## src/hdl/p23io_pkg.sv

```systemverilog
// Package of offsets, field positions, reset values and carrier types for the port logic
package p23io_pkg;

	// Register byte offsets on the register bus
	localparam logic [7:0] OFS_DATA = 8'h00;
	localparam logic [7:0] OFS_BIDIR_MODE = 8'h04;
	localparam logic [7:0] OFS_INPORT_MODE = 8'h08;
	localparam logic [7:0] OFS_EDGE_CFG = 8'h0C;
	localparam logic [7:0] OFS_INT_STATUS = 8'h10;
	localparam logic [7:0] OFS_INT_CLEAR = 8'h14;
	localparam logic [7:0] OFS_INT_ENABLE = 8'h18;
	localparam logic [7:0] OFS_LEVELS = 8'h1C;

	// Reset values
	localparam logic [7:0] BIDIR_MODE_RST = 8'hFF;
	localparam logic [7:0] INPORT_MODE_RST = 8'h00;
	localparam logic [6:0] EDGE_CFG_RST = 7'h00;
	localparam logic [2:0] INT_RST = 3'h0;

	// Input-port mode fields
	localparam int INM_PUSHPULL = 0;
	localparam int INM_CMP_EN = 1;

	// Interrupt status bit positions
	localparam int ST_PIN1 = 0;
	localparam int ST_PIN2 = 1;
	localparam int ST_WAKE = 2;
	localparam int ST_W = 3;

	// Edge trigger encodings
	localparam logic [1:0] EDGE_OFF = 2'h0;
	localparam logic [1:0] EDGE_RISE = 2'h1;
	localparam logic [1:0] EDGE_FALL = 2'h2;
	localparam logic [1:0] EDGE_BOTH = 2'h3;

	// Pipeline depth from pin to synchronised level
	localparam int SYNC_STAGES = 2;
	localparam logic [1:0] SETTLE_CNT = 2'h3;

	// Edge, timer source and wake configuration, register bits 6..0
	typedef struct packed {
		logic wakeEn;
		logic wakeSelAnd;
		logic timerSelBidir;
		logic [1:0] pin2Edge;
		logic [1:0] pin1Edge;
	} p23io_edgecfg_t;

	// Synchronised input-port levels
	typedef struct packed {
		logic pin2;
		logic pin1;
	} p23io_inlvl_t;

	// Register bus slave states
	typedef enum logic {
		BUS_IDLE,
		BUS_RDWAIT
	} p23io_bus_t;

endpackage

```

## src/hdl/p23io_sync.sv

```systemverilog
// Two-flop synchroniser for a bundle of pin levels
`timescale 1ns/1ns
`default_nettype none

module p23io_sync #(
	parameter int WIDTH = 1
) (
	input wire logic core_clk,
	input wire logic reset,
	input wire logic [WIDTH-1:0] asyncIn,
	output logic [WIDTH-1:0] syncOut
);

	logic [WIDTH-1:0] meta_q;

	// First stage feeds only the second stage
	always_ff @(posedge core_clk) begin
		if (reset) begin
			meta_q <= '0;
			syncOut <= '0;
		end else begin
			meta_q <= asyncIn;
			syncOut <= meta_q;
		end
	end

endmodule
`default_nettype wire

```

## src/hdl/p23io_port.sv

```systemverilog
// Bidirectional port, input-port edge interrupts, wake gates and timer edge source
`timescale 1ns/1ns
`default_nettype none

module p23io_port #(
	parameter int PORT_W = 8
) (
	input wire logic core_clk,
	input wire logic reset,
	input wire logic stopRecover,
	input wire logic hsel,
	input wire logic [31:0] haddr,
	input wire logic [1:0] htrans,
	input wire logic hwrite,
	input wire logic [2:0] hsize,
	input wire logic [31:0] hwdata,
	input wire logic hready,
	output logic hreadyout,
	output logic hresp,
	output logic [31:0] hrdata,
	input wire logic [PORT_W-1:0] bidirIn,
	output logic [PORT_W-1:0] bidirOut,
	output logic [PORT_W-1:0] bidirOe_n,
	input wire logic inportPin1,
	input wire logic inportPin2,
	input wire logic [1:0] cmpOut,
	output logic cmpEnable,
	input wire logic timerDemodMode,
	output logic timerEdgeIn,
	output logic wakeOrLevel,
	output logic wakeAndLevel,
	output logic wakeRequest,
	output logic [1:0] irqRequest,
	output logic irqOut
);

	// Registers are one word each, so the port cannot exceed the data width
	if (PORT_W < 1 || PORT_W > 32) begin : g_chk
		$error("PORT_W must lie between 1 and 32");
	end

	localparam int SW = PORT_W + 4;

	logic [PORT_W-1:0] dataReg_q;
	logic [PORT_W-1:0] modeReg_q;
	logic [7:0] inMode_q;
	p23io_pkg::p23io_edgecfg_t edgeCfg_q;
	logic [p23io_pkg::ST_W-1:0] status_q;
	logic [p23io_pkg::ST_W-1:0] enable_q;
	logic [p23io_pkg::ST_W-1:0] statusSet;
	logic [SW-1:0] syncd;
	logic [PORT_W-1:0] bidirLvl;
	p23io_pkg::p23io_inlvl_t inLvl;
	p23io_pkg::p23io_inlvl_t inPrev_q;
	logic wakePrev_q;
	logic pin1Hit;
	logic pin2Hit;
	p23io_pkg::p23io_bus_t busState_q;
	logic [7:0] rdAddr_q;
	logic [7:0] wrAddr_q;
	logic wrPend_q;
	logic addrPhase;
	logic [31:0] rdMux;
	logic [1:0] upCnt_q;
	logic settled;

	// Trigger test shared by both interrupt pins
	function automatic logic edgeHit(input logic [1:0] mode, input logic cur, input logic prev);
		logic hit;
		hit = 1'b0;
		case (mode)
			p23io_pkg::EDGE_RISE: hit = cur & ~prev;
			p23io_pkg::EDGE_FALL: hit = ~cur & prev;
			p23io_pkg::EDGE_BOTH: hit = cur ^ prev;
			default: hit = 1'b0;
		endcase
		return hit;
	endfunction

	p23io_sync #(
		.WIDTH(SW)
	) u_sync (
		.core_clk(core_clk),
		.reset(reset),
		.asyncIn({cmpOut, inportPin2, inportPin1, bidirIn}),
		.syncOut(syncd)
	);

	assign bidirLvl = syncd[PORT_W-1:0];
	assign cmpEnable = inMode_q[p23io_pkg::INM_CMP_EN];

	always_comb begin
		inLvl.pin1 = cmpEnable ? syncd[PORT_W+2] : syncd[PORT_W];
		inLvl.pin2 = cmpEnable ? syncd[PORT_W+3] : syncd[PORT_W+1];
	end

	// Register bus: writes take no wait, reads one wait so a prior write is seen
	assign addrPhase = hsel && hready && htrans[1];
	assign hreadyout = (busState_q != p23io_pkg::BUS_RDWAIT);
	assign hresp = 1'b0;

	always_ff @(posedge core_clk) begin
		if (reset) begin
			busState_q <= p23io_pkg::BUS_IDLE;
			rdAddr_q <= 8'h00;
			wrAddr_q <= 8'h00;
			wrPend_q <= 1'b0;
		end else begin
			wrPend_q <= addrPhase && hwrite;
			if (addrPhase) begin
				rdAddr_q <= haddr[7:0];
				wrAddr_q <= haddr[7:0];
			end
			unique case (busState_q)
				p23io_pkg::BUS_IDLE: begin
					if (addrPhase && !hwrite) begin
						busState_q <= p23io_pkg::BUS_RDWAIT;
					end
				end
				p23io_pkg::BUS_RDWAIT: begin
					busState_q <= p23io_pkg::BUS_IDLE;
				end
			endcase
		end
	end

	// Read map; unmapped and write-only offsets read zero
	always_comb begin
		rdMux = 32'h0000_0000;
		case (rdAddr_q)
			p23io_pkg::OFS_DATA: rdMux[PORT_W-1:0] = bidirLvl;
			p23io_pkg::OFS_BIDIR_MODE: rdMux[PORT_W-1:0] = modeReg_q;
			p23io_pkg::OFS_INPORT_MODE: rdMux[7:0] = inMode_q;
			p23io_pkg::OFS_EDGE_CFG: rdMux[6:0] = edgeCfg_q;
			p23io_pkg::OFS_INT_STATUS: rdMux[p23io_pkg::ST_W-1:0] = status_q;
			p23io_pkg::OFS_INT_ENABLE: rdMux[p23io_pkg::ST_W-1:0] = enable_q;
			p23io_pkg::OFS_LEVELS: rdMux[3:0] = {syncd[PORT_W+3:PORT_W+2], inLvl};
			default: rdMux = 32'h0000_0000;
		endcase
	end

	// Read data captured during the wait cycle
	always_ff @(posedge core_clk) begin
		if (reset) begin
			hrdata <= 32'h0000_0000;
		end else if (busState_q == p23io_pkg::BUS_RDWAIT) begin
			hrdata <= rdMux;
		end
	end

	// mode registers reset by power-on only
	always_ff @(posedge core_clk) begin
		if (reset) begin
			modeReg_q <= '1;
			inMode_q <= p23io_pkg::INPORT_MODE_RST;
		end else if (wrPend_q) begin
			if (wrAddr_q == p23io_pkg::OFS_BIDIR_MODE) begin
				modeReg_q <= hwdata[PORT_W-1:0];
			end
			if (wrAddr_q == p23io_pkg::OFS_INPORT_MODE) begin
				inMode_q <= hwdata[7:0];
			end
		end
	end

	// data register software owned, also cleared on stop recovery
	// Other control state returns to reset values on stop recovery
	always_ff @(posedge core_clk) begin
		if (reset || stopRecover) begin
			dataReg_q <= '0;
			edgeCfg_q <= p23io_pkg::EDGE_CFG_RST;
			enable_q <= p23io_pkg::INT_RST;
		end else if (wrPend_q) begin
			if (wrAddr_q == p23io_pkg::OFS_DATA) begin
				dataReg_q <= hwdata[PORT_W-1:0];
			end
			if (wrAddr_q == p23io_pkg::OFS_EDGE_CFG) begin
				edgeCfg_q <= hwdata[6:0];
			end
			if (wrAddr_q == p23io_pkg::OFS_INT_ENABLE) begin
				enable_q <= hwdata[p23io_pkg::ST_W-1:0];
			end
		end
	end

	always_ff @(posedge core_clk) begin
		if (reset) begin
			bidirOut <= '0;
			bidirOe_n <= '1;
		end else if (inMode_q[p23io_pkg::INM_PUSHPULL]) begin
			bidirOut <= dataReg_q;
			bidirOe_n <= modeReg_q;
		end else begin
			bidirOut <= '0;
			bidirOe_n <= modeReg_q | dataReg_q; // Open drain: a one releases the line
		end
	end

	always_ff @(posedge core_clk) begin
		if (reset) begin
			wakeOrLevel <= 1'b0;
			wakeAndLevel <= 1'b0;
			wakeRequest <= 1'b0;
			wakePrev_q <= 1'b0;
		end else begin
			wakeOrLevel <= |bidirLvl;
			wakeAndLevel <= &bidirLvl;
			wakeRequest <= edgeCfg_q.wakeEn & (edgeCfg_q.wakeSelAnd ? wakeAndLevel : wakeOrLevel);
			wakePrev_q <= wakeRequest;
		end
	end

	always_ff @(posedge core_clk) begin
		if (reset) begin
			timerEdgeIn <= 1'b0;
		end else if (edgeCfg_q.timerSelBidir && timerDemodMode) begin
			timerEdgeIn <= bidirLvl[0];
		end else begin
			timerEdgeIn <= inLvl.pin1;
		end
	end

	// edge triggers for pins 1 and 2
	assign pin1Hit = edgeHit(edgeCfg_q.pin1Edge, inLvl.pin1, inPrev_q.pin1);
	assign pin2Hit = edgeHit(edgeCfg_q.pin2Edge, inLvl.pin2, inPrev_q.pin2);
	assign statusSet = {wakeRequest & ~wakePrev_q, pin2Hit, pin1Hit};

	always_ff @(posedge core_clk) begin
		if (reset) begin
			inPrev_q <= '0;
			irqRequest <= 2'h0;
		end else begin
			inPrev_q <= inLvl;
			irqRequest <= {pin2Hit, pin1Hit};
		end
	end

	// Sticky status; a new event beats a same-cycle clear
	always_ff @(posedge core_clk) begin
		if (reset || stopRecover) begin
			status_q <= p23io_pkg::INT_RST;
		end else if (wrPend_q && wrAddr_q == p23io_pkg::OFS_INT_CLEAR) begin
			status_q <= (status_q & ~hwdata[p23io_pkg::ST_W-1:0]) | statusSet;
		end else begin
			status_q <= status_q | statusSet;
		end
	end

	assign irqOut = |(status_q & enable_q);

	// Helper for assertions: pipeline filled since reset
	always_ff @(posedge core_clk) begin
		if (reset) begin
			upCnt_q <= 2'h0;
		end else if (upCnt_q != p23io_pkg::SETTLE_CNT) begin
			upCnt_q <= upCnt_q + 2'h1;
		end
	end
	assign settled = (upCnt_q == p23io_pkg::SETTLE_CNT);

	property p_por_inputs;
		@(posedge core_clk) reset ##1 reset |=> bidirOe_n == '1;
	endproperty
	a_por_inputs: assert property (p_por_inputs) else $error("lines not inputs after reset");

	property p_dir_bits;
		@(posedge core_clk) disable iff (reset)
		settled |-> (bidirOe_n & $past(modeReg_q)) == $past(modeReg_q);
	endproperty
	a_dir_bits: assert property (p_dir_bits) else $error("input line is driven");

	property p_push_pull;
		@(posedge core_clk) disable iff (reset)
		settled && $past(inMode_q[0]) |-> bidirOe_n == $past(modeReg_q) && bidirOut == $past(dataReg_q);
	endproperty
	a_push_pull: assert property (p_push_pull) else $error("push-pull drive wrong");

	property p_open_drain;
		@(posedge core_clk) disable iff (reset)
		settled && !$past(inMode_q[0]) |-> bidirOut == '0 && bidirOe_n == ($past(modeReg_q) | $past(dataReg_q));
	endproperty
	a_open_drain: assert property (p_open_drain) else $error("open-drain drive wrong");

	property p_wake_gates;
		@(posedge core_clk) disable iff (reset)
		settled |-> wakeOrLevel == |$past(bidirIn, 3) && wakeAndLevel == &$past(bidirIn, 3);
	endproperty
	a_wake_gates: assert property (p_wake_gates) else $error("wake gate level wrong");

	property p_timer_bit0;
		@(posedge core_clk) disable iff (reset)
		settled && $past(edgeCfg_q.timerSelBidir && timerDemodMode) |-> timerEdgeIn == $past(bidirIn[0], 3);
	endproperty
	a_timer_bit0: assert property (p_timer_bit0) else $error("timer source not bit 0");

	property p_timer_pin1;
		@(posedge core_clk) disable iff (reset)
		settled && !$past(edgeCfg_q.timerSelBidir) && !$past(cmpEnable, 1) && !$past(cmpEnable, 2)
		|-> timerEdgeIn == $past(inportPin1, 3);
	endproperty
	a_timer_pin1: assert property (p_timer_pin1) else $error("timer source not pin 1");

	property p_cmp_src;
		@(posedge core_clk) disable iff (reset)
		settled && cmpEnable |-> inLvl.pin1 == $past(cmpOut[0], 2) && inLvl.pin2 == $past(cmpOut[1], 2);
	endproperty
	a_cmp_src: assert property (p_cmp_src) else $error("comparator level not used");

	property p_pin1_rise;
		@(posedge core_clk) disable iff (reset || stopRecover)
		settled && edgeCfg_q.pin1Edge == p23io_pkg::EDGE_RISE && $rose(inLvl.pin1)
		|=> irqRequest[0] && status_q[p23io_pkg::ST_PIN1];
	endproperty
	a_pin1_rise: assert property (p_pin1_rise) else $error("pin 1 rise not flagged");

	property p_pin2_fall;
		@(posedge core_clk) disable iff (reset || stopRecover)
		settled && edgeCfg_q.pin2Edge == p23io_pkg::EDGE_FALL && $fell(inLvl.pin2)
		|=> irqRequest[1] && status_q[p23io_pkg::ST_PIN2];
	endproperty
	a_pin2_fall: assert property (p_pin2_fall) else $error("pin 2 fall not flagged");

	property p_mode_keep;
		@(posedge core_clk) disable iff (reset)
		stopRecover && !wrPend_q |=> $stable(modeReg_q) && $stable(inMode_q);
	endproperty
	a_mode_keep: assert property (p_mode_keep) else $error("mode lost on stop recovery");

	property p_sync_delay;
		@(posedge core_clk) disable iff (reset)
		settled |-> bidirLvl == $past(bidirIn, 2);
	endproperty
	a_sync_delay: assert property (p_sync_delay) else $error("pin level not two-flop delayed");

endmodule
`default_nettype wire

```

## config.mk

```make
export PLATFORM = sky130hd
export DESIGN_NAME = p23io_port
export DESIGN_NICKNAME = d
export VERILOG_FILES = /design/src/hdl/p23io_pkg.sv /design/src/hdl/p23io_sync.sv /design/src/hdl/p23io_port.sv
export SDC_FILE = /design/constraint.sdc
export NUM_CORES = 1
export LEC_CHECK = 0
export BUFFER_PORTS_ARGS = -buffer_cell sky130_fd_sc_hd__buf_2
export CAP_MARGIN = 30
export CORE_ASPECT_RATIO = 1.4
export CORE_UTILIZATION = 40
export CTS_BUF_LIST = sky130_fd_sc_hd__clkbuf_16
export DETAILED_ROUTE_END_ITERATION = 12
export GPL_TIMING_DRIVEN = 0
export PLACE_DENSITY = 0.66
export SETUP_SLACK_MARGIN = 0.1
export SYNTH_ARGS = -nofsm -noshare
export SYNTH_HDL_FRONTEND = slang
export SYNTH_HIERARCHICAL = 1
export SYNTH_SLANG_ARGS = --single-unit
export TNS_END_PERCENT = 50
```

## constraint.sdc

```tcl
create_clock -name core_clk -period 3.3 [get_ports core_clk]
set_clock_uncertainty 0.1 [all_clocks]
set_input_delay 0.33 -clock core_clk [delete_from_list [all_inputs] [get_ports core_clk]]
set_output_delay 0.33 -clock core_clk [all_outputs]
set_load 0.02 [all_outputs]
```

==> run_results.csv <==
group,metric,value,unit
floorplanning,initial_core_util,0.417,
global_routing,grt_pass1_wl,15.2,mm
setup_path,worstPathArrival,2.22,ns
setup_path,cp_slowest_stage_delay,0.65,ns
sta,relSlewSlack,0.444,
synth,syn_inst,445,
global_routing,grt_pass1_vias,3121,
clock_tree,clockRootBuffer,"clkbuf_16",
synth,synth_compound_area_frac,0.115,
synth,synthTopCellsByArea,"dfxtp_1 50%, nand2_1 5.4%, mux2i_1 5.2%",
detailed_routing,viasPerCell,4.75,
detailed_routing,wl_per_cell,14.0,µm
clock_tree,holdBufCountCts,0,
setup_path,cp_slowest_cell,"nor2_1",
sta,setup-violations-final,0,
detailed_routing,vias,3271,
detailed_routing,drc,0,
pwr,powerDensity,485,mW/mm²
global_routing,antenna_found_initial,0,
synth,synth-main-ff-cell,"dfxtp_1",
synth,synth_fa_ha_area_frac,0.0119,
sta,grt_setup_unrepaired,"false",
sta,clock.fmax,482,MHz
clock_tree,clk_path_buf_depth,2,
pwr,peakVddDrop,0.250,mV
cells_and_area,nets,640,
synth,synth.avg_cell_area,9.43,µm²
job,maxCapViolations,0,
detailed_routing,drt_iter0_markers,148,
floorplanning,die_area,0.0109,mm²
global_routing,grt_usage,0.189,
clock_tree,htree_levels,3,
synth,synth_cell_types,52,
setup_path,crit_type,"reg -> reg",
cells_and_area,final_cell_mix,"104 x dfxtp_1, 73 x buf_2, 60 x nand2_1",
cells_and_area,drive_gt1_frac,0.262,
sta,period_share,0.629,
clock_tree,cts_tree,"built",
clock_tree,clkSinkCount,104,
hold_path,min-delay-start,"hwrite",
synth,synthArstFlopShare,0,
synth,synth_top_family_by_area,"simple AND/OR/NAND/NOR gates",
floorplanning,fp-row-count,43,
floorplanning,die_h,123,µm
synth,muxShareOfSynthArea,0.0713,
synth,synth_xor_area_frac,0,
sta,hold_ws,0.0651,ns
synth,synth_top_area_cell,"dfxtp_1",
clock_tree,cts_inserted_buffers,9,
synth,netlist.area_leader.share,0.496,
synth,synthSimpleGateAreaFrac,0.209,
outcome,outcome,"finished, final reports clean",
pwr,p_leak,2.17,nW
placement,gp_congestion,0.851,
floorplanning,fp.dieW,88.6,µm
sta,finalMaxSlewViolations,0,
clock_tree,path_clk_slew,0.07,ns
synth,synth-seq-cells,104,
setup_path,worstSetupStartpoint,"wrAddr_q[1]",
hold_path,min_path_type,"in -> reg",
setup_path,worst-path-max-fanout,10,
detailed_routing,ant_nets,0,
setup_path,crit_chain,"clkbuf_1 > nor2_1 > nand4_4 > buf_6 > a211o_1",
sta,final_hold_viol_count,0,
sta,finalCriticalPeriod,2.07,ns
cells_and_area,n_fill_cell,997,
setup_path,critPathRequiredTime,3.44,ns
cells_and_area,area_growth,20.7,%
floorplanning,io_pins,146,
synth,syn-cell-area,0.00420,mm²
setup_path,regToRegStartpoint,"wrAddr_q[1]",
sta,fin_tns_setup,0,ns
global_routing,grt_max_degree,18,
clock_tree,cts.repair.resized,0,
floorplanning,core_area,0.0101,mm²
detailed_routing,wl,9.60,mm
synth,yosys_warnings,6,
clock_tree,clk_latency,0.35,ns
cells_and_area,insertedDiodeCount,0,
placement,place_hpwl,7.34,mm
setup_path,crit_path_start_kind,"flip-flop",
global_routing,grt_remaining_overflow,0,
placement,io_buffers,68,
clock_tree,post_cts_buffers,0,
detailed_routing,dr.pass1.iters,4,
synth,synth_edf_count,0,
sta,tightest_slew,0.822,ns
cells_and_area,layout_commonest_cell,"dfxtp_1",
synth,synth_seq_area_share,0.496,
setup_path,critPathCaptureType,"flip-flop",
-- cells by family after synthesis --
logic type / Yosys count
adder cells (fa/ha/maj): 4
AND/OR/NAND/NOR: 164
AO/OA/AOI/OAI: 74
multiplexers: 26
other: 1
buffers and inverters: 72
flip-flops: 104
-- cell usage after synthesis (all sizes together), types with 4 or more instances --
library cell    n
nor4            6
mux2i          22
nor2b          23
a21oi          28
dfxtp         104
o2bb2ai         4
ha              4
nor2           35
and2b           4
inv            24
o21ai          14
buf            40
nand2          60
a31oi           4
nand3           8
and3            4
and2            9
a211o           8
clkbuf          8
-- critical path: cells and delay by family (launching register included) --
family / cells / cell delay [ns]
buffers and inverters: 2 / 0.39
AOI/OAI and AO/OA: 1 / 0.29
and+or+nand+nor: 2 / 0.88
DFF: 1 / 0.29
-- final cells by class --
| class | count | area [µm²] | share of cell area |
|---|---|---|---|
| Timing Repair Buffer | 68 | 340 | 0.0672 |
| Clock inverter | 7 | 43.8 | 0.00865 |
| Tap cell | 135 | 169 | 0.0334 |
| Multi-Input combinational cell | 293 | 1800 | 0.356 |
| Sequential cell | 104 | 2080 | 0.411 |
| Clock buffer | 9 | 225 | 0.0445 |
| Inverter | 24 | 90.1 | 0.0178 |
| Buffer | 48 | 312 | 0.0615 |
-- final timing paths --
path              slack (ns)  cells past startpoint                 end
setup / recovery        1.23                      5        modeReg_q[5]
setup reg to reg        1.23                      5        modeReg_q[5]
hold / removal          0.07                      2          busState_q
hold reg to reg         0.34                      1  u_sync/syncOut[11]
-- stage by stage --
stage / std cells / total power [mW] / setup slack [ns] / utilization / area, µm²
after floorplan: 469 / 1.44 / 1.52 / - / 4290
after global placement: 672 / 1.50 / 1.29 / 0.477 / 4790
after detailed placement: 672 / 1.50 / 1.25 / 0.477 / 4790
after CTS: 688 / 2.47 / 1.23 / 0.503 / 5060
after global routing: 688 / 2.55 / 1.15 / 0.503 / 5060
final: 688 / 2.45 / 1.23 / 0.503 / 5060
-- per-layer routing --
| layer | vias up | part of all wire | wire [µm] | GRT usage |
|---|---|---|---|---|
| met4 | 0 | 0.020 | 193 | 0.0665 |
| li1 | 1650 | - | - | - |
| met2 | 87 | 0.54 | 5150 | 0.348 |
| met5 | - | 0 | 0 | 0 |
| met1 | 1517 | 0.39 | 3750 | 0.204 |
| met3 | 17 | 0.053 | 512 | 0.0507 |
-- state kept, by name, summed over array words and instances, names as in the netlist, 8 cells and up --
| register | cells |
|---|---|
| bidirOut | 8 |
| inMode_q | 8 |
| bidirOe_n | 8 |
| u_sync/meta_q | 12 |
| hrdata | 8 |
| u_sync/syncOut | 12 |
| wrAddr_q | 8 |
| modeReg_q | 8 |
| dataReg_q | 8 |
-- report_power, final --
group / internal [mW] / total (mW) / switching, mW / leakage, nW
registers: 1.28 / 1.29 / 0.0111 / 0.845
clock network: 0.510 / 0.981 / 0.471 / 0.133
logic: 0.0775 / 0.188 / 0.110 / 1.19
No activity file was read; power rests on OpenSTA's default activity.
